### config.mk
export PLATFORM = sky130hd
export DESIGN_NAME = vss_sequencer
export DESIGN_NICKNAME = d
export VERILOG_FILES = /design/src/rtl/vss_pkg.sv /design/src/rtl/vss_sequencer.sv /design/src/rtl/vss_sync.sv
export SDC_FILE = /design/constraint.sdc
export NUM_CORES = 1
export LEC_CHECK = 0
export BUFFER_PORTS_ARGS = -buffer_cell sky130_fd_sc_hd__buf_2
export CORE_MARGIN = 10
export CORE_UTILIZATION = 35
export CTS_CLUSTER_DIAMETER = 120
export DETAILED_ROUTE_END_ITERATION = 16
export PLACE_DENSITY = 0.48
export SYNTH_ARGS = -nofsm -noshare
export SYNTH_HDL_FRONTEND = slang
export SYNTH_HIERARCHICAL = 1
export SYNTH_SLANG_ARGS = --single-unit
### constraint.sdc
create_clock -name i_mclk -period 5.43 [get_ports i_mclk]
set_clock_uncertainty 0.2 [all_clocks]
set_input_delay 0.543 -clock i_mclk [delete_from_list [all_inputs] [get_ports i_mclk]]
set_output_delay 0.543 -clock i_mclk [all_outputs]
set_load 0.05 [all_outputs]
### src/rtl/vss_pkg.sv
// Constants for the soft-start sequencer and voltage-code decoder
package vss_pkg;
    // ------------------------------------------------------------
    // Clock and timing
    // ------------------------------------------------------------
    localparam int unsigned CLK_PERIOD_PS = 4000;
    localparam int unsigned STARTUP_DELAY_NS = 1360000;
    localparam int unsigned BOOT_HOLD_TIME_NS = 85000;
    localparam int unsigned CODE_VALID_MIN_NS = 500;
    localparam int unsigned READY_DELAY_NS = 85000;
    localparam int unsigned STARTUP_DELAY_CYC = (STARTUP_DELAY_NS * 1000) / CLK_PERIOD_PS;
    localparam int unsigned BOOT_HOLD_TIME_CYC = (BOOT_HOLD_TIME_NS * 1000) / CLK_PERIOD_PS;
    localparam int unsigned CODE_VALID_MIN_CYC =
        (CODE_VALID_MIN_NS * 1000 + CLK_PERIOD_PS - 1) / CLK_PERIOD_PS;
    localparam int unsigned READY_DELAY_CYC = (READY_DELAY_NS * 1000) / CLK_PERIOD_PS;

    // ------------------------------------------------------------
    // Reference scale: one step is 6.25 mV, level 0 is 0 V
    // ------------------------------------------------------------
    localparam int REF_W = 9;
    localparam logic [8:0] REF_ZERO = 9'h000;
    localparam logic [8:0] BOOT_LEVEL = 9'h0B0;
    // Linear law: level = 258 - code (1.6125 V / 6.25 mV = 258)
    localparam logic [8:0] CODE_LAW_BASE = 9'h102;
    localparam logic [7:0] CODE_OFF_A = 8'hFE;
    localparam logic [7:0] CODE_OFF_B = 8'hFF;

    // ------------------------------------------------------------
    // Sequencer states
    // ------------------------------------------------------------
    typedef enum logic [2:0] {
        VSS_SHUTDOWN,
        VSS_START_WAIT,
        VSS_RAMP_BOOT,
        VSS_BOOT_HOLD,
        VSS_RAMP_TARGET,
        VSS_READY_WAIT,
        VSS_REGULATE,
        VSS_OFF_LATCHED
    } vss_state_t;
endpackage : vss_pkg

### src/rtl/vss_sequencer.sv
// Start-up sequencer and voltage-code decoder for a multiphase regulator
// Summary of operation
// - Phase outputs stay high-impedance (enables low) throughout shutdown.
// - Leave shutdown only with power-on-reset good and both enables high.
// - Wait the fixed start-up delay before the first reference ramp.
// - Ramps move the reference one 6.25 mV step; first ramp ends at 1.1 V.
// - Each ramp step is taken on one soft-start oscillator period.
// - Hold boot level 85 us, then sample code as soon as it is valid.
// - A code is valid once unchanged for at least 500 ns; a code already valid is sampled at once.
// - A valid sampled code starts the second ramp to code minus offset.
// - An OFF code shuts down until supply or an enable is cycled.
// - Code 0x8E is 0.725 V, each increment one step lower; 0xFE, 0xFF are OFF.
// - Ready rises a fixed delay after reaching the final coded setting.
// - Ready is low in shutdown and on any disable or OFF code.
`timescale 1ns/1ps
module vss_sequencer #(
    parameter int unsigned PHASES = 6,
    parameter int unsigned STARTUP_CYC = vss_pkg::STARTUP_DELAY_CYC,
    parameter int unsigned BOOT_HOLD_CYC = vss_pkg::BOOT_HOLD_TIME_CYC,
    parameter int unsigned VALID_CYC = vss_pkg::CODE_VALID_MIN_CYC,
    parameter int unsigned READY_CYC = vss_pkg::READY_DELAY_CYC
) (
    input wire logic i_mclk,
    input wire logic i_rst_b,
    input wire logic i_por_ok,
    input wire logic i_power_enable_in,
    input wire logic i_tracking_rail_enable_in,
    input wire logic i_ss_osc,
    input wire logic [7:0] i_voltage_code,
    input wire logic [8:0] i_offset_steps,
    output logic [PHASES-1:0] o_pwm_oe,
    output logic [8:0] o_dac_ref,
    output logic o_regulator_ready_out,
    output logic o_regulator_ready_oe,
    output logic o_shutdown,
    output logic o_off_latched
);
    // ------------------------------------------------------------
    // Input conditioning
    // ------------------------------------------------------------
    localparam int CNT_W = 20;
    logic [2:0] en_sync;
    logic [7:0] code_sync;
    logic osc_sync;
    logic osc_prev_r;
    logic osc_tick;
    logic all_enabled;

    vss_sync #(.WIDTH(4)) u_sync_en (
        .i_mclk(i_mclk),
        .i_rst_b(i_rst_b),
        .i_async({i_ss_osc, i_por_ok, i_power_enable_in, i_tracking_rail_enable_in}),
        .o_sync({osc_sync, en_sync})
    );

    vss_sync #(.WIDTH(8)) u_sync_code (
        .i_mclk(i_mclk),
        .i_rst_b(i_rst_b),
        .i_async(i_voltage_code),
        .o_sync(code_sync)
    );

    assign all_enabled = &en_sync;
    assign osc_tick = osc_sync && !osc_prev_r;

    // ------------------------------------------------------------
    // Code decoding
    // ------------------------------------------------------------
    function automatic logic code_is_off(input logic [7:0] code);
        code_is_off = (code == vss_pkg::CODE_OFF_A) || (code == vss_pkg::CODE_OFF_B);
    endfunction : code_is_off

    function automatic logic [8:0] code_level(input logic [7:0] code,
                                              input logic [8:0] ofs);
        logic [9:0] lvl;
        lvl = {1'b0, vss_pkg::CODE_LAW_BASE} - {2'b00, code};
        if (lvl[8:0] > ofs)
        begin
            code_level = lvl[8:0] - ofs;
        end
        else
        begin
            code_level = vss_pkg::REF_ZERO;
        end
    endfunction : code_level

    function automatic logic [8:0] step_toward(input logic [8:0] cur,
                                               input logic [8:0] tgt);
        if (cur < tgt)
        begin
            step_toward = cur + 9'h001;
        end
        else if (cur > tgt)
        begin
            step_toward = cur - 9'h001;
        end
        else
        begin
            step_toward = cur;
        end
    endfunction : step_toward

    // ------------------------------------------------------------
    // Sequencer state
    // ------------------------------------------------------------
    vss_pkg::vss_state_t state_r;
    vss_pkg::vss_state_t state_nxt;
    logic [CNT_W-1:0] cnt_r;
    logic [CNT_W-1:0] cnt_nxt;
    logic [CNT_W-1:0] valid_cnt_r;
    logic [CNT_W-1:0] valid_cnt_nxt;
    logic [7:0] stable_code_r;
    logic [7:0] stable_code_nxt;
    logic [8:0] ref_r;
    logic [8:0] ref_nxt;
    logic [8:0] target_r;
    logic [8:0] target_nxt;
    logic ready_r;
    logic ready_nxt;
    logic code_valid;
    logic shutdown_r;
    logic shutdown_nxt;
    logic off_r;
    logic off_nxt;
    logic [PHASES-1:0] pwm_oe_r;
    logic [PHASES-1:0] pwm_oe_nxt;
    logic pull_low_r;
    logic pull_low_nxt;

    assign code_valid = (valid_cnt_r >= CNT_W'(VALID_CYC));

    always_comb
    begin
        state_nxt = state_r;
        cnt_nxt = cnt_r;
        ref_nxt = ref_r;
        target_nxt = target_r;
        ready_nxt = 1'b0;
        stable_code_nxt = code_sync;
        valid_cnt_nxt = valid_cnt_r;
        // Code must stay unchanged for the validation time
        if (code_sync != stable_code_r)
        begin
            valid_cnt_nxt = '0;
        end
        else if (!code_valid)
        begin
            valid_cnt_nxt = valid_cnt_r + CNT_W'(1);
        end
        unique case (state_r)
            vss_pkg::VSS_SHUTDOWN:
            begin
                ref_nxt = vss_pkg::REF_ZERO;
                cnt_nxt = '0;
                if (all_enabled)
                begin
                    state_nxt = vss_pkg::VSS_START_WAIT;
                end
            end
            vss_pkg::VSS_START_WAIT:
            begin
                cnt_nxt = cnt_r + CNT_W'(1);
                if (cnt_r >= CNT_W'(STARTUP_CYC - 1))
                begin
                    cnt_nxt = '0;
                    state_nxt = vss_pkg::VSS_RAMP_BOOT;
                end
            end
            vss_pkg::VSS_RAMP_BOOT:
            begin
                if (osc_tick)
                begin
                    ref_nxt = step_toward(ref_r, vss_pkg::BOOT_LEVEL);
                end
                if (ref_r == vss_pkg::BOOT_LEVEL)
                begin
                    cnt_nxt = '0;
                    state_nxt = vss_pkg::VSS_BOOT_HOLD;
                end
            end
            vss_pkg::VSS_BOOT_HOLD:
            begin
                if (cnt_r < CNT_W'(BOOT_HOLD_CYC))
                begin
                    cnt_nxt = cnt_r + CNT_W'(1);
                end
                else if (code_valid)
                begin
                    cnt_nxt = '0;
                    if (code_is_off(stable_code_r))
                    begin
                        state_nxt = vss_pkg::VSS_OFF_LATCHED;
                    end
                    else
                    begin
                        target_nxt = code_level(stable_code_r, i_offset_steps);
                        state_nxt = vss_pkg::VSS_RAMP_TARGET;
                    end
                end
            end
            vss_pkg::VSS_RAMP_TARGET:
            begin
                if (osc_tick)
                begin
                    ref_nxt = step_toward(ref_r, target_r);
                end
                if (ref_r == target_r)
                begin
                    cnt_nxt = '0;
                    state_nxt = vss_pkg::VSS_READY_WAIT;
                end
            end
            vss_pkg::VSS_READY_WAIT:
            begin
                cnt_nxt = cnt_r + CNT_W'(1);
                if (cnt_r >= CNT_W'(READY_CYC - 1))
                begin
                    state_nxt = vss_pkg::VSS_REGULATE;
                end
            end
            vss_pkg::VSS_REGULATE:
            begin
                ready_nxt = 1'b1;
                if (code_valid && code_is_off(stable_code_r))
                begin
                    ready_nxt = 1'b0;
                    state_nxt = vss_pkg::VSS_OFF_LATCHED;
                end
                else if (code_valid)
                begin
                    target_nxt = code_level(stable_code_r, i_offset_steps);
                    if (osc_tick)
                    begin
                        ref_nxt = step_toward(ref_r, target_r);
                    end
                end
            end
            vss_pkg::VSS_OFF_LATCHED:
            begin
                ref_nxt = vss_pkg::REF_ZERO;
                cnt_nxt = '0;
            end
        endcase
        // Any dropped enable returns to shutdown; this also releases OFF
        if (!all_enabled)
        begin
            state_nxt = vss_pkg::VSS_SHUTDOWN;
            ready_nxt = 1'b0;
            ref_nxt = vss_pkg::REF_ZERO;
            cnt_nxt = '0;
        end
        // Status outputs registered alongside the state
        shutdown_nxt = (state_nxt == vss_pkg::VSS_SHUTDOWN)
                       || (state_nxt == vss_pkg::VSS_OFF_LATCHED);
        off_nxt = (state_nxt == vss_pkg::VSS_OFF_LATCHED);
        pwm_oe_nxt = shutdown_nxt ? '0 : '1;
        pull_low_nxt = !ready_nxt;
    end

    always_ff @(posedge i_mclk)
    begin
        if (!i_rst_b)
        begin
            state_r <= vss_pkg::VSS_SHUTDOWN;
            cnt_r <= '0;
            valid_cnt_r <= '0;
            stable_code_r <= '0;
            ref_r <= vss_pkg::REF_ZERO;
            target_r <= vss_pkg::REF_ZERO;
            ready_r <= 1'b0;
            osc_prev_r <= 1'b0;
            shutdown_r <= 1'b1;
            off_r <= 1'b0;
            pwm_oe_r <= '0;
            pull_low_r <= 1'b1;
        end
        else
        begin
            state_r <= state_nxt;
            cnt_r <= cnt_nxt;
            valid_cnt_r <= valid_cnt_nxt;
            stable_code_r <= stable_code_nxt;
            ref_r <= ref_nxt;
            target_r <= target_nxt;
            ready_r <= ready_nxt;
            osc_prev_r <= osc_sync;
            shutdown_r <= shutdown_nxt;
            off_r <= off_nxt;
            pwm_oe_r <= pwm_oe_nxt;
            pull_low_r <= pull_low_nxt;
        end
    end

    // ------------------------------------------------------------
    // Outputs
    // ------------------------------------------------------------
    assign o_pwm_oe = pwm_oe_r;
    assign o_dac_ref = ref_r;
    // Open-drain ready: pull low when not ready
    assign o_regulator_ready_out = 1'b0;
    assign o_regulator_ready_oe = pull_low_r;
    assign o_shutdown = shutdown_r;
    assign o_off_latched = off_r;
endmodule : vss_sequencer

### src/rtl/vss_sync.sv
// Three-stage synchroniser with agreement filter for pin inputs
`timescale 1ns/1ps
module vss_sync #(
    parameter int WIDTH = 1
) (
    input wire logic i_mclk,
    input wire logic i_rst_b,
    input wire logic [WIDTH-1:0] i_async,
    output logic [WIDTH-1:0] o_sync
);
    logic [WIDTH-1:0] s1_r;
    logic [WIDTH-1:0] s2_r;
    logic [WIDTH-1:0] s3_r;
    logic [WIDTH-1:0] out_r;
    logic [WIDTH-1:0] out_nxt;

    always_comb
    begin
        out_nxt = out_r;
        for (int b = 0; b < WIDTH; b++)
        begin
            if (s2_r[b] == s3_r[b])
            begin
                out_nxt[b] = s2_r[b];
            end
        end
    end

    always_ff @(posedge i_mclk)
    begin
        if (!i_rst_b)
        begin
            s1_r <= '0;
            s2_r <= '0;
            s3_r <= '0;
            out_r <= '0;
        end
        else
        begin
            s1_r <= i_async;
            s2_r <= s1_r;
            s3_r <= s2_r;
            out_r <= out_nxt;
        end
    end

    assign o_sync = out_r;
endmodule : vss_sync

**Yosys cells after proc, flatten, opt, wreduce, memory -nomap -nowiden**

Index checks and enable logic that the tools add are counted.

- Add/subtract/negate cells: 6
- Magnitude comparators: 9
- Eq/ne operators: 35
- Mux-type cells: 36
- Bitwise operators: 1
- Reductions and logical operators: 18

Operators with widths:

| operator | number |
|---|---|
| $mux 9 | 14 |
| $pmux 20 s6 | 1 |
| $mux 20 | 5 |
| $add 20x1->20 const B | 2 |
| $pmux 9 s4 | 1 |
| $mux 3 | 8 |
| $pmux 3 s7 | 1 |
| $ge 20x15->1 const B | 1 |
| $ge 20x19->1 const B | 1 |
| $ge 20x7->1 const B | 1 |
| $lt 20x15->1 const B | 1 |
| $gt 9x9->1 | 2 |
| $pmux 9 s2 | 1 |
| $eq 8x8->1 const B | 2 |
| $ne 2x2->1 const B | 8 |
| $eq 3x3->1 const B | 5 |
| $eq 1x1->1 | 12 |
| $add 9x1->9 const B | 1 |
| $eq 9x8->1 const B | 1 |
| $eq 9x9->1 | 1 |
| $gt 9x8->1 const B | 1 |
| $lt 9x8->1 const B | 1 |
| $lt 9x9->1 | 1 |
| $sub 9x1->9 const B | 1 |
| 22 further kinds | 32 |

- Register bits after elaboration: 127
- Bits of input ports: 23
- Logic and storage cells: 134

**Logic depth before layout (Yosys ltp)**

Gate-level depths: netlist (run 1).

- Depth after elaboration: 10
- Mapped depth: 11
- Gate-level depth less buffers: 10

**By module**

Netlist (run 1), hierarchy kept.

Modules (own cells, without submodules):

| module | instances | cells each | area each (um^2) | seq. area each (um^2) |
|---|---|---|---|---|
| vss_sequencer | 1 | 563 | 4,694.5 | 1,481.4 |
| vss_sync (u_sync_code) | 1 | 84 | 940.9 | 640.6 |
| vss_sync (u_sync_en) | 1 | 42 | 473.0 | 320.3 |

**Worst setup path after synthesis (run 1)**

No wires, ideal clock.

- Kind: reg-to-reg
- Start: register ref_r[0] (netlist: o_dac_ref[0])
- End: register cnt_r[17]
- Arrival: 2.663 ns
- Data required time: 5.101 ns
- Slack: 2.438 ns
- Stages on the path, launching flop included: 10
- Path buffers: 0
- Path through: dfxtp_1 -> inv_1 -> ha_1 -> nand4_1 -> nor3_1 -> o2bb2ai_2 -> or3b_1 -> nor4b_4 -> xnor2_1 -> nor2_1

- Longest elaborated chain between the ends: 3

Ends and longest elaborated chain:

| item | line | RTL |
|---|---|---|
| from (decl) | vss_sequencer.sv:114 | `logic [8:0] ref_r;` |
| from (signal assigned) | vss_sequencer.sv:268 | `ref_r <= vss_pkg::REF_ZERO;` |
| from (signal assigned) | vss_sequencer.sv:283 | `ref_r <= ref_nxt;` |
| $eq 9x9->1 / $eq 9x8->1 (equally long branches) | vss_sequencer.sv:207, vss_sequencer.sv:175 |  |
| $ne 2x2->1 (no source line) | -- |  |
| $reduce_and 4->1 (no source line) * | -- |  |
| to (signal assigned) | vss_sequencer.sv:280 | `cnt_r <= cnt_nxt;` |
| to (decl) | vss_sequencer.sv:108 | `logic [CNT_W-1:0] cnt_r;` |

Mark *: on every way between the ends. The rest lies on a longest branch, timed or not.
A chain may end at the register's enable or synchronous reset.

**Worst setup path in the final report (run 1)**

- Start: register ref_r[4] (netlist: o_dac_ref[4])
- End: register ref_r[3] (netlist: o_dac_ref[3])

- Longest elaborated chain between the ends: 7

Ends and longest elaborated chain:

| item | line | RTL |
|---|---|---|
| $gt 9x9->1 | vss_sequencer.sv:93 | `else if (cur > tgt)` |
| $mux 9 | -- |  |
| $mux 9 | vss_sequencer.sv:89 | `if (cur < tgt)` |
| $mux 9 | vss_sequencer.sv:203 | `if (osc_tick)` |
| $mux 9 | vss_sequencer.sv:229 | `else if (code_valid)` |
| $mux 9 | vss_sequencer.sv:224 | `if (code_valid && code_is_off(stable_code_r))` |
| $pmux 9 s4 | vss_sequencer.sv:150 | `unique case (state_r)` |

Parallel ways exist; a longest one is shown, timed or not. The select of a mux whose other input is x is not followed.

==> results of run 1 <==
[cells by family after synthesis]
| group | Yosys count | share of synthesized area, % |
|---|---|---|
| and+or+nand+nor | 296 | 26.2 |
| DFF | 122 | 40.0 |
| AOI/OAI and AO/OA | 121 | 15.5 |
| buffers and inverters | 74 | 5.41 |
| xor gates and xnor gates | 43 | 6.17 |
| adders and majority gates | 30 | 6.27 |
| muxes | 2 | 0.348 |
| other | 1 | 0.0614 |
[power breakdown]
group          total (mW)  switching (mW)  internal (mW)
Clock                1.18           0.439          0.745
Combinational      0.0599          0.0332         0.0267
Sequential          0.915         0.00647          0.909
Total                2.16           0.478           1.68
[layer usage]
| layer | vias to the layer above | part of all wire [%] |
|---|---|---|
| met4 | 0 | 1.3 |
| met2 | 85 | 46 |
| li1 | 2462 | - |
| met1 | 2219 | 49 |
| met3 | 13 | 4.0 |
| met5 | - | 0 |
[worst max path at each step]
| stage | startpoint | to |
|---|---|---|
| 2_1_floorplan | o_dac_ref[0] | cnt_r[17] |
| 3_3_place_gp | stable_code_r[0] | target_r[1] |
| 3_5_place_dp | stable_code_r[0] | target_r[8] |
| 4_1_cts | stable_code_r[0] | target_r[1] |
| 5_1_grt | o_dac_ref[6] | o_dac_ref[3] |
| 6_report | o_dac_ref[4] | o_dac_ref[3] |
[state kept, by name, summed over array words and instances (netlist names)]
| name | count |
|---|---|
| o_regulator_ready_oe | 1 |
| valid_cnt_r | 20 |
| u_sync_code/s1_r | 8 |
| u_sync_en/s1_r | 4 |
| u_sync_en/o_sync | 4 |
| cnt_r | 20 |
| u_sync_code/o_sync | 8 |
| o_shutdown | 1 |
| state_r | 3 |
| target_r | 9 |
| u_sync_en/s3_r | 4 |
| stable_code_r | 8 |
| osc_prev_r | 1 |
| o_off_latched | 1 |
| u_sync_code/s2_r | 8 |
| o_pwm_oe | 1 |
| u_sync_en/s2_r | 4 |
| o_dac_ref | 9 |
| u_sync_code/s3_r | 8 |
[through the flow]
stage | hold WS (ps) | std cells | worst slack (ps) | utilization (%)
CTS | 105 | 948 | 2090 | 40.9
global route | 111 | 948 | 1880 | 40.9
floorplan | 206 | 689 | 2440 | -
global placement | 214 | 916 | 2180 | 37.3
detailed placement | 214 | 916 | 2100 | 37.3
finish | 126 | 948 | 2120 | 40.9
[area by class of cell]
type / instances / area, um2 / share of cell area (%)
Multi-Input combinational cell: 493 / 3340 / 47.5
Clock buffer: 18 / 439 / 6.25
Tap cell: 225 / 282 / 4.01
Clock inverter: 14 / 184 / 2.62
Sequential cell: 122 / 2440 / 34.8
Timing Repair Buffer: 42 / 215 / 3.06
Inverter: 34 / 128 / 1.82
[placed cells by master (no fill, tap or decap), types with 5 or more instances in the layout]
master,n
a211oi_1,6
a21oi_1,24
a22o_1,8
and2_1,61
and3_1,5
and4_1,7
buf_2,40
clkbuf_16,17
dfxtp_1,122
ha_1,29
inv_1,34
inv_6,5
nand2_1,53
nand3_1,26
nand4_1,17
nor2_1,59
nor2b_1,8
nor3_1,22
nor4_1,10
o211ai_1,19
o21ai_0,14
or3_1,5
xnor2_1,31
xor2_1,12
==> reports/metrics.csv, run 1 <==
metric,value,unit
worstHoldStart,i_voltage_code[4],
rrSetupSlack,2120,ps
post-synth-top-count-cell,dfxtp_1,
wl,13300,um
clock-sinks,122,
grt_pass1_wl,22600,um
end_kind,register,
total_power,2.16,mW
grt_max_degree,74,
design_area,7030,um2
numCtsBuffers,17,
worstRegToRegCells,8,
netlist_area,6110,um2
antenna_found_initial,0,
gp_congestion,0.879,
fp-row-count,48,
cp_slowest_stage_delay,1070,ps
r2r_end,o_dac_ref[3],
drt_drc_violations_left,0,
ctsHtreeMaxLevel,4,
synthDistinctLibCells,70,
synth_edf_count,0,
num_antenna_cells,0,
syn_nets,742,
setup_violations,0,
hold_path_end,u_sync_code/s1_r[4],
synthFlopType,dfxtp_1,
gr-usage-met3,3.27,%
coreArea,17200,um2
setup_tns,0,ps
crit_chain,ha_1 -> nand3_1 -> a21oi_1 -> o21ai_0 -> o21ai_0 -> a221oi_1 -> nor4_1 -> a31o_2,
min_period_over_period,60.9,%
synth.avg_cell_area,8.87,um2
cts_tree,done,
ant_nets,0,
routedWlPerCell,14.0,um
drive_gt1_share,13.8,%
root_buffer,clkbuf_16,
status,"finished, final reports clean",
grtUsageTotal,11.5,%
whs_path_depth,2,
slowest_stage,o21ai_0,
synth_area_leader_cell,dfxtp_1,
die_h,152,um
reg2reg_from,o_dac_ref[4],
die_x,152,um
crit_type,register to register,
num-fill-cells,1724,
clkSlewWorstSetupHoldPaths,60,ps
cp_num_cells,8,
drt_pass1_iterations,4,
cts_resized,0,
via_per_inst,5.04,
final_nets,763,
p_per_area,307,nW/um2
grt_pass1_vias,4548,
fin_crit,3310,ps
rsz0062_at_grt,no,
synth-seq-cells,122,
cts_setup_buffers,0,
clock_latency,420,ps
syn2layout_area_growth,15.0,%
crit_required,5590,ps
cp_common_cell,o21ai_0,
hold_buffers,0,
grt_overflow_total,0,
synthTopCellsByArea,"dfxtp_1 40%, and2_1 6.2%, ha_1 5.9%, xnor2_1 4.4%, nor2_1 3.6%",
met2_usage,18.4,%
hold_path_class,input pin to register,
vias,4779,
path_buf_inv,0,
final_hold_viol_count,0,
clockBufferDepth,2,
yosys-top-cells-count,"122 x dfxtp_1, 61 x and2_1, 59 x nor2_1, 53 x nand2_1, 34 x inv_1",
clock.fmax,302,MHz
grtUsageMet1,14.4,%
seq_area_frac_synth,40.0,%
critPathMaxFanout,12,
cap_violations,0,
die_area,23100,um2
slew_headroom,10.8,%
total_leakage_power,2.85,nW
yosysWarnings,6,
grt.busiest_layer,met2,
crit_family,compound AO/OA/AOI/OAI gates,
drtIter0Drc,190,
synth_async_sr_flop_share,0,%
worst_slew_pin_slew,1320,ps
startpoint_type,register,
synth_top_area_share,40.0,%
slew_violations,0,
dpl.hpwl,9630,um
start_util,35.6,%
port_buffers,40,
dpl_cell_area,6400,um2
num_io_pins,42,
cp.arrival,3460,ps
vdd_ir_drop_max,0.212,mV
syn_inst,689,
Power figures use the tool's default switching activity.
==> run 2, diff against run 1 <==
--- a/config.mk
+++ b/config.mk
@@ -10,7 +10,7 @@
 export CORE_UTILIZATION = 35
 export CTS_CLUSTER_DIAMETER = 120
 export DETAILED_ROUTE_END_ITERATION = 16
-export PLACE_DENSITY = 0.48
+export PLACE_DENSITY = 0.5
 export SYNTH_ARGS = -nofsm -noshare
 export SYNTH_HDL_FRONTEND = slang
 export SYNTH_HIERARCHICAL = 1
==> constraint.sdc (replaced) <==
create_clock -name i_mclk -period 2.99 [get_ports i_mclk]
set_clock_uncertainty 0.2 [all_clocks]
set_input_delay 0.299 -clock i_mclk [delete_from_list [all_inputs] [get_ports i_mclk]]
set_output_delay 0.299 -clock i_mclk [all_outputs]
set_load 0.05 [all_outputs]
==> run 2 against run 1 <==
  * Largest power group unchanged
  * Sequential share of layout area down 1.8 points
  * Worst hold slack got worse by 61 ps
  * Wire length increased by 2.1%
  * Power rose by 84%
  * Critical path depth increased by 2
  * Maximum frequency rose by 19%
  * Largest cell class unchanged
  * Count of clock-buffer cells in the layout down 1
  * Sequential power is 81% higher
  * Global-route usage rose by 0.39 points
==> reports/metrics.csv, run 2 (synthesis results as in run 1) <==
metric,value,unit,change
status,"finished, final reports clean",,
grtUsageTotal,11.9,%,+0.39 points
ctsHtreeMaxLevel,4,,unchanged
clock_latency,420,ps,about the same
crit_family,compound AO/OA/AOI/OAI gates,,
worst_slack,211,ps,-1910 ps
p_per_area,535,nW/um2,+74%
setup_violations,0,,unchanged
path_buf_inv,0,,unchanged
dpl.hpwl,9910,um,+2.9%
hold_slack,64.4,ps,-61.2 ps
gp_congestion,0.858,,-2.4%
end_kind,register,,
dpl_cell_area,6650,um2,+3.8%
die_h,152,um,unchanged
slew_violations,0,,unchanged
worst_slew_pin_slew,648,ps,-676 ps
maxUsedRoutingLayer,met4,,
clkSlewWorstSetupHoldPaths,60,ps,about the same
vias,4942,,+3.4%
total_leakage_power,3.07,nW,+7.6%
rsz0062_at_grt,no,,
wl,13600,um,+2.1%
design_area,7420,um2,+5.6%
total_power,3.97,mW,+84%
critPathMaxFanout,8,,-4
cap_violations,0,,unchanged
crit_chain,a21oi_1 -> xnor2_1 -> ha_1 -> nand2_1 -> o21bai_1 -> a21boi_0 -> o211ai_1 -> o21a_1 -> nor3_4 -> a22o_1,,
fp-row-count,48,,unchanged
die_x,152,um,unchanged
port_buffers,40,,unchanged
grt_pass1_wl,23400,um,+3.6%
wl_met3,544,um,+2.4%
layout_commonest_cell,dfxtp_1,,
clockBufferDepth,2,,unchanged
drt_drc_violations_left,0,,unchanged
min_period_over_period,92.9,%,+32 points
startpoint_type,register,,
met1_length,6810,um,+4.6%
final_nets,805,,+5.5%
slew_headroom,56.4,%,+46 points
coreArea,17200,um2,unchanged
root_buffer,clkbuf_16,,
most-common-layout-cells,"121 x dfxtp_1, 61 x and2_1, 59 x nor2_1",,
num_antenna_cells,0,,unchanged
start_util,35.6,%,unchanged
ant_nets,0,,unchanged
slowest_stage,dfxtp_1,,
cts_tree,done,,
fin_crit,2780,ps,-527 ps
setup_tns,0,ps,unchanged
clock.fmax,360,MHz,+19%
final_hold_viol_count,0,,unchanged
routedWlPerCell,13.7,um,-2.2%
grt_overflow_total,0,,unchanged
crit_type,register to register,,
grt_max_degree,44,,-41%
syn2layout_area_growth,21.4,%,
drive_gt1_share,17.4,%,+3.6 points
grt_pass1_vias,4837,,+6.4%
crit_required,3150,ps,-2440 ps
place_ws,-191,ps,-2290 ps
drt_pass1_iterations,4,,unchanged
hold_path_class,input pin to register,,
num_io_pins,42,,unchanged
clock-sinks,122,,unchanged
numCtsBuffers,17,,unchanged
top_regs,"cnt_r (20), valid_cnt_r (20)",,
via_per_inst,4.99,,-0.98%
drtIter0Drc,274,,+44%
vdd_ir_drop_max,0.387,mV,+83%
cp_slowest_stage_delay,420,ps,-650 ps
cp.arrival,2940,ps,-520 ps
wl_met2,6070,um,-0.31%
die_area,23100,um2,unchanged
antenna_found_initial,0,,unchanged
[run 2: cell types whose count changed in the layout (fill, tap and decap cells not counted), sizes merged]
cell	previous run	this run
buf	42	72
dlygate4sd3	0	12
clkbuf	18	17
clkinv	4	0
inv	40	44
clkinvlp	1	2
[run 2: what timing repair did]
item | in CTS | in global routing
setup endpoints to repair | 8 | 14
buffers inserted | 0 | 1
pin swaps | 0 | 2
hold buffers | 12 | 0
resized for setup | 1 | 3
hold endpoints to repair | 12 | 0
gates cloned | 0 | 0
[run 2: stage by stage]
step	util, %	std cells
5_1_grt	43.2	990
3_3_place_gp	38.7	945
2_1_floorplan	-	689
3_5_place_dp	38.7	945
6_report	43.2	990
4_1_cts	43.1	989
[run 2: path summary, 6_finish.rpt]
kind,to,slack (ps),startpoint,depth (start not counted)
setup / recovery,target_r[1],210,stable_code_r[1],10
hold / removal,u_sync_en/o_sync[0],60,i_rst_b,3
setup reg to reg,target_r[1],210,stable_code_r[1],10
hold reg to reg,u_sync_en/s2_r[1],220,u_sync_en/s1_r[1],1
[run 2: final cells by class]
class	count	area, um2
Fill cell	1710	9760
Inverter	34	128
Clock buffer	17	425
Tap cell	225	282
Sequential cell	122	2440
Multi-Input combinational cell	493	3350
Clock inverter	15	203
Timing Repair Buffer	84	586
[run 2: worst reg2reg max path, cell delays in order (launching register included)]
cell and delay [ps]:
dfxtp_1 420, a21oi_1 130, xnor2_1 140, ha_1 360, nand2_1 110, o21bai_1 180
a21boi_0 290, o211ai_1 190, o21a_1 250, nor3_4 260, a22o_1 200
[run 2: power by group]
group	switching [mW]	internal, mW
clock network	0.829	1.35
registers	0.0116	1.65
logic	0.0660	0.0627
[run 2: routing by layer]
layer / track usage (%) / vias up
met5: 0 / -
met4: 3.99 / 0
met3: 3.70 / 14
met2: 18.7 / 68
met1: 15.2 / 2307
li1: - / 2553
==> run 3, diff against run 2 <==
--- a/config.mk
+++ b/config.mk
@@ -6,11 +6,12 @@
 export NUM_CORES = 1
 export LEC_CHECK = 0
 export BUFFER_PORTS_ARGS = -buffer_cell sky130_fd_sc_hd__buf_2
-export CORE_MARGIN = 10
+export CORE_MARGIN = 2
 export CORE_UTILIZATION = 35
 export CTS_CLUSTER_DIAMETER = 120
 export DETAILED_ROUTE_END_ITERATION = 16
 export PLACE_DENSITY = 0.5
+export SLEW_MARGIN = 25
 export SYNTH_ARGS = -nofsm -noshare
 export SYNTH_HDL_FRONTEND = slang
 export SYNTH_HIERARCHICAL = 1
==> run 3 against run 2 <==
  * Maximum frequency is 3.2% lower
  * Flip-flop and latch count unchanged
  * Wire length shrank 1.9%
  * Worst hold slack gained 16 ps
  * Sequential share of layout area increased by 0.14 points
  * Critical endpoint is now target_r[3]
==> reports/metrics.csv, run 3 (synthesis results as in run 1) <==
metric,value,unit,change
status,"finished, final reports clean",,
worst_slew_pin_slew,648,ps,+0.0454 ps
clock_latency,420,ps,about the same
hold_path_class,input pin to register,,
p_per_area,526,nW/um2,-1.7%
cp.arrival,3020,ps,+80 ps
clock-sinks,122,,unchanged
routedWlPerCell,13.5,um,-1.9%
place_ws,-142,ps,+48.9 ps
syn2layout_area_growth,20.9,%,
cts_tree,done,,
cts_setup_buffers,0,,unchanged
drive_gt1_share,17.4,%,unchanged
num-fill-cells,1692,,-1.1%
placedCellCount,946,,+0.11%
regArea,2440,um2,unchanged
setup_tns,0,ps,unchanged
grt_pass1_vias,4675,,-3.3%
slew_headroom,56.4,%,about the same
slew_violations,0,,unchanged
via_per_inst,4.97,,-0.53%
wl,13300,um,-1.9%
setup_violations,0,,unchanged
fp-row-count,48,,unchanged
total_leakage_power,3.05,nW,-0.46%
whs_path_depth,3,,unchanged
coreArea,17200,um2,unchanged
drtIter0Drc,310,,+13%
grt_max_degree,43,,-2.3%
vias,4916,,-0.53%
most-common-layout-cells,"121 x dfxtp_1, 61 x and2_1, 59 x nor2_1",,
num_io_pins,42,,unchanged
clockBufferDepth,2,,unchanged
layout_commonest_cell,dfxtp_1,,
drt_drc_violations_left,0,,unchanged
ctsHtreeMaxLevel,4,,unchanged
critPathMaxFanout,9,,+1
top_regs,"cnt_r (20), valid_cnt_r (20)",,
clkSlewWorstSetupHoldPaths,60,ps,about the same
min_period_over_period,96.0,%,+3.0 points
vdd_ir_drop_max,0.375,mV,-3.2%
crit_type,register to register,,
clock.fmax,348,MHz,-3.2%
hold_slack,80.1,ps,+15.7 ps
slowest_stage,o211ai_1,,
port_buffers,40,,unchanged
crit_chain,or3_1 -> a2111o_1 -> a41oi_4 -> a211oi_1 -> o211ai_1 -> and2_1 -> a22o_1,,
root_buffer,clkbuf_16,,
fin_crit,2870,ps,+90.4 ps
worst_slack,120,ps,-90.4 ps
die_area,18500,um2,-20%
startpoint_type,register,,
final_nets,805,,unchanged
final_hold_viol_count,0,,unchanged
grt_overflow_total,0,,unchanged
multi_input_area,3350,um2,about the same
cap_violations,0,,unchanged
dpl.hpwl,9670,um,-2.4%
ant_nets,0,,unchanged
numCtsBuffers,17,,unchanged
drt_pass1_iterations,6,,+2
antenna_found_initial,0,,unchanged
die_x,136,um,-11%
worstRegToRegCells,7,,-3
gp_congestion,0.867,,+1.0%
cp_slowest_stage_delay,440,ps,+20 ps
grtUsageTotal,15.1,%,+3.2 points
total_power,3.88,mW,-2.1%
crit_required,3140,ps,about the same
grt_pass1_wl,22500,um,-3.9%
die_h,136,um,-11%
finalNonFillerCells,990,,unchanged
num_antenna_cells,0,,unchanged
end_kind,register,,
start_util,35.6,%,unchanged
-- run 3: cell types whose count changed in the layout (fill, tap and decap cells not counted), sizes merged --
cell    change
clkinv      +1
bufinv      -1
-- run 3: final timing paths --
check | start | to | slack [ps]
min reg2reg | u_sync_en/s1_r[1] | u_sync_en/s2_r[1] | 220
min | i_rst_b | u_sync_en/o_sync[0] | 80
max reg2reg | cnt_r[17] | target_r[3] | 120
max | cnt_r[17] | target_r[3] | 120
-- run 3: what timing repair did --
item,4_1_cts,5_1_grt
hold buffers,12,0
endpoints found under the setup margin,8,8
hold endpoints to repair,12,0
resized for setup,1,3
-- run 3: cell type report --
class                           count  share of cell area [%]
Sequential cell                   122                    33.1
Clock buffer                       17                    5.76
Clock inverter                     15                    2.46
Timing Repair Buffer               84                    7.76
Tap cell                          225                    3.81
Inverter                           34                    1.73
Multi-Input combinational cell    493                    45.4
-- run 3: metal layers --
metal / track usage, % / wire, um / up-vias
met2: 23.9 / 6180 / 76
met1: 20.4 / 6620 / 2280
met4: 4.46 / 99 / 0
li1: - / - / 2552
met3: 3.54 / 435 / 8
met5: 0 / 0 / -
-- run 3: stage by stage --
| step | cell area (um2) | util, % |
|---|---|---|
| after floorplan | 6110 | - |
| after global placement | 6640 | 38.7 |
| after detailed placement | 6640 | 38.7 |
| after CTS | 7370 | 42.9 |
| after global routing | 7390 | 43.0 |
| final | 7390 | 43.0 |
-- run 3: power by group --
part	leakage, nW	switching, mW	internal, mW
sequential	0.990	0.0121	1.65
clock	0.294	0.827	1.27
combinational	1.77	0.0664	0.0633
-- run 3: worst max-delay path: cells and delay by family, from the launching register on --
| family | cells | cell delay (ps) |
|---|---|---|
| AOI/OAI and AO/OA | 5 | 1500 |
| DFF | 1 | 330 |
| and+or+nand+nor | 2 | 770 |
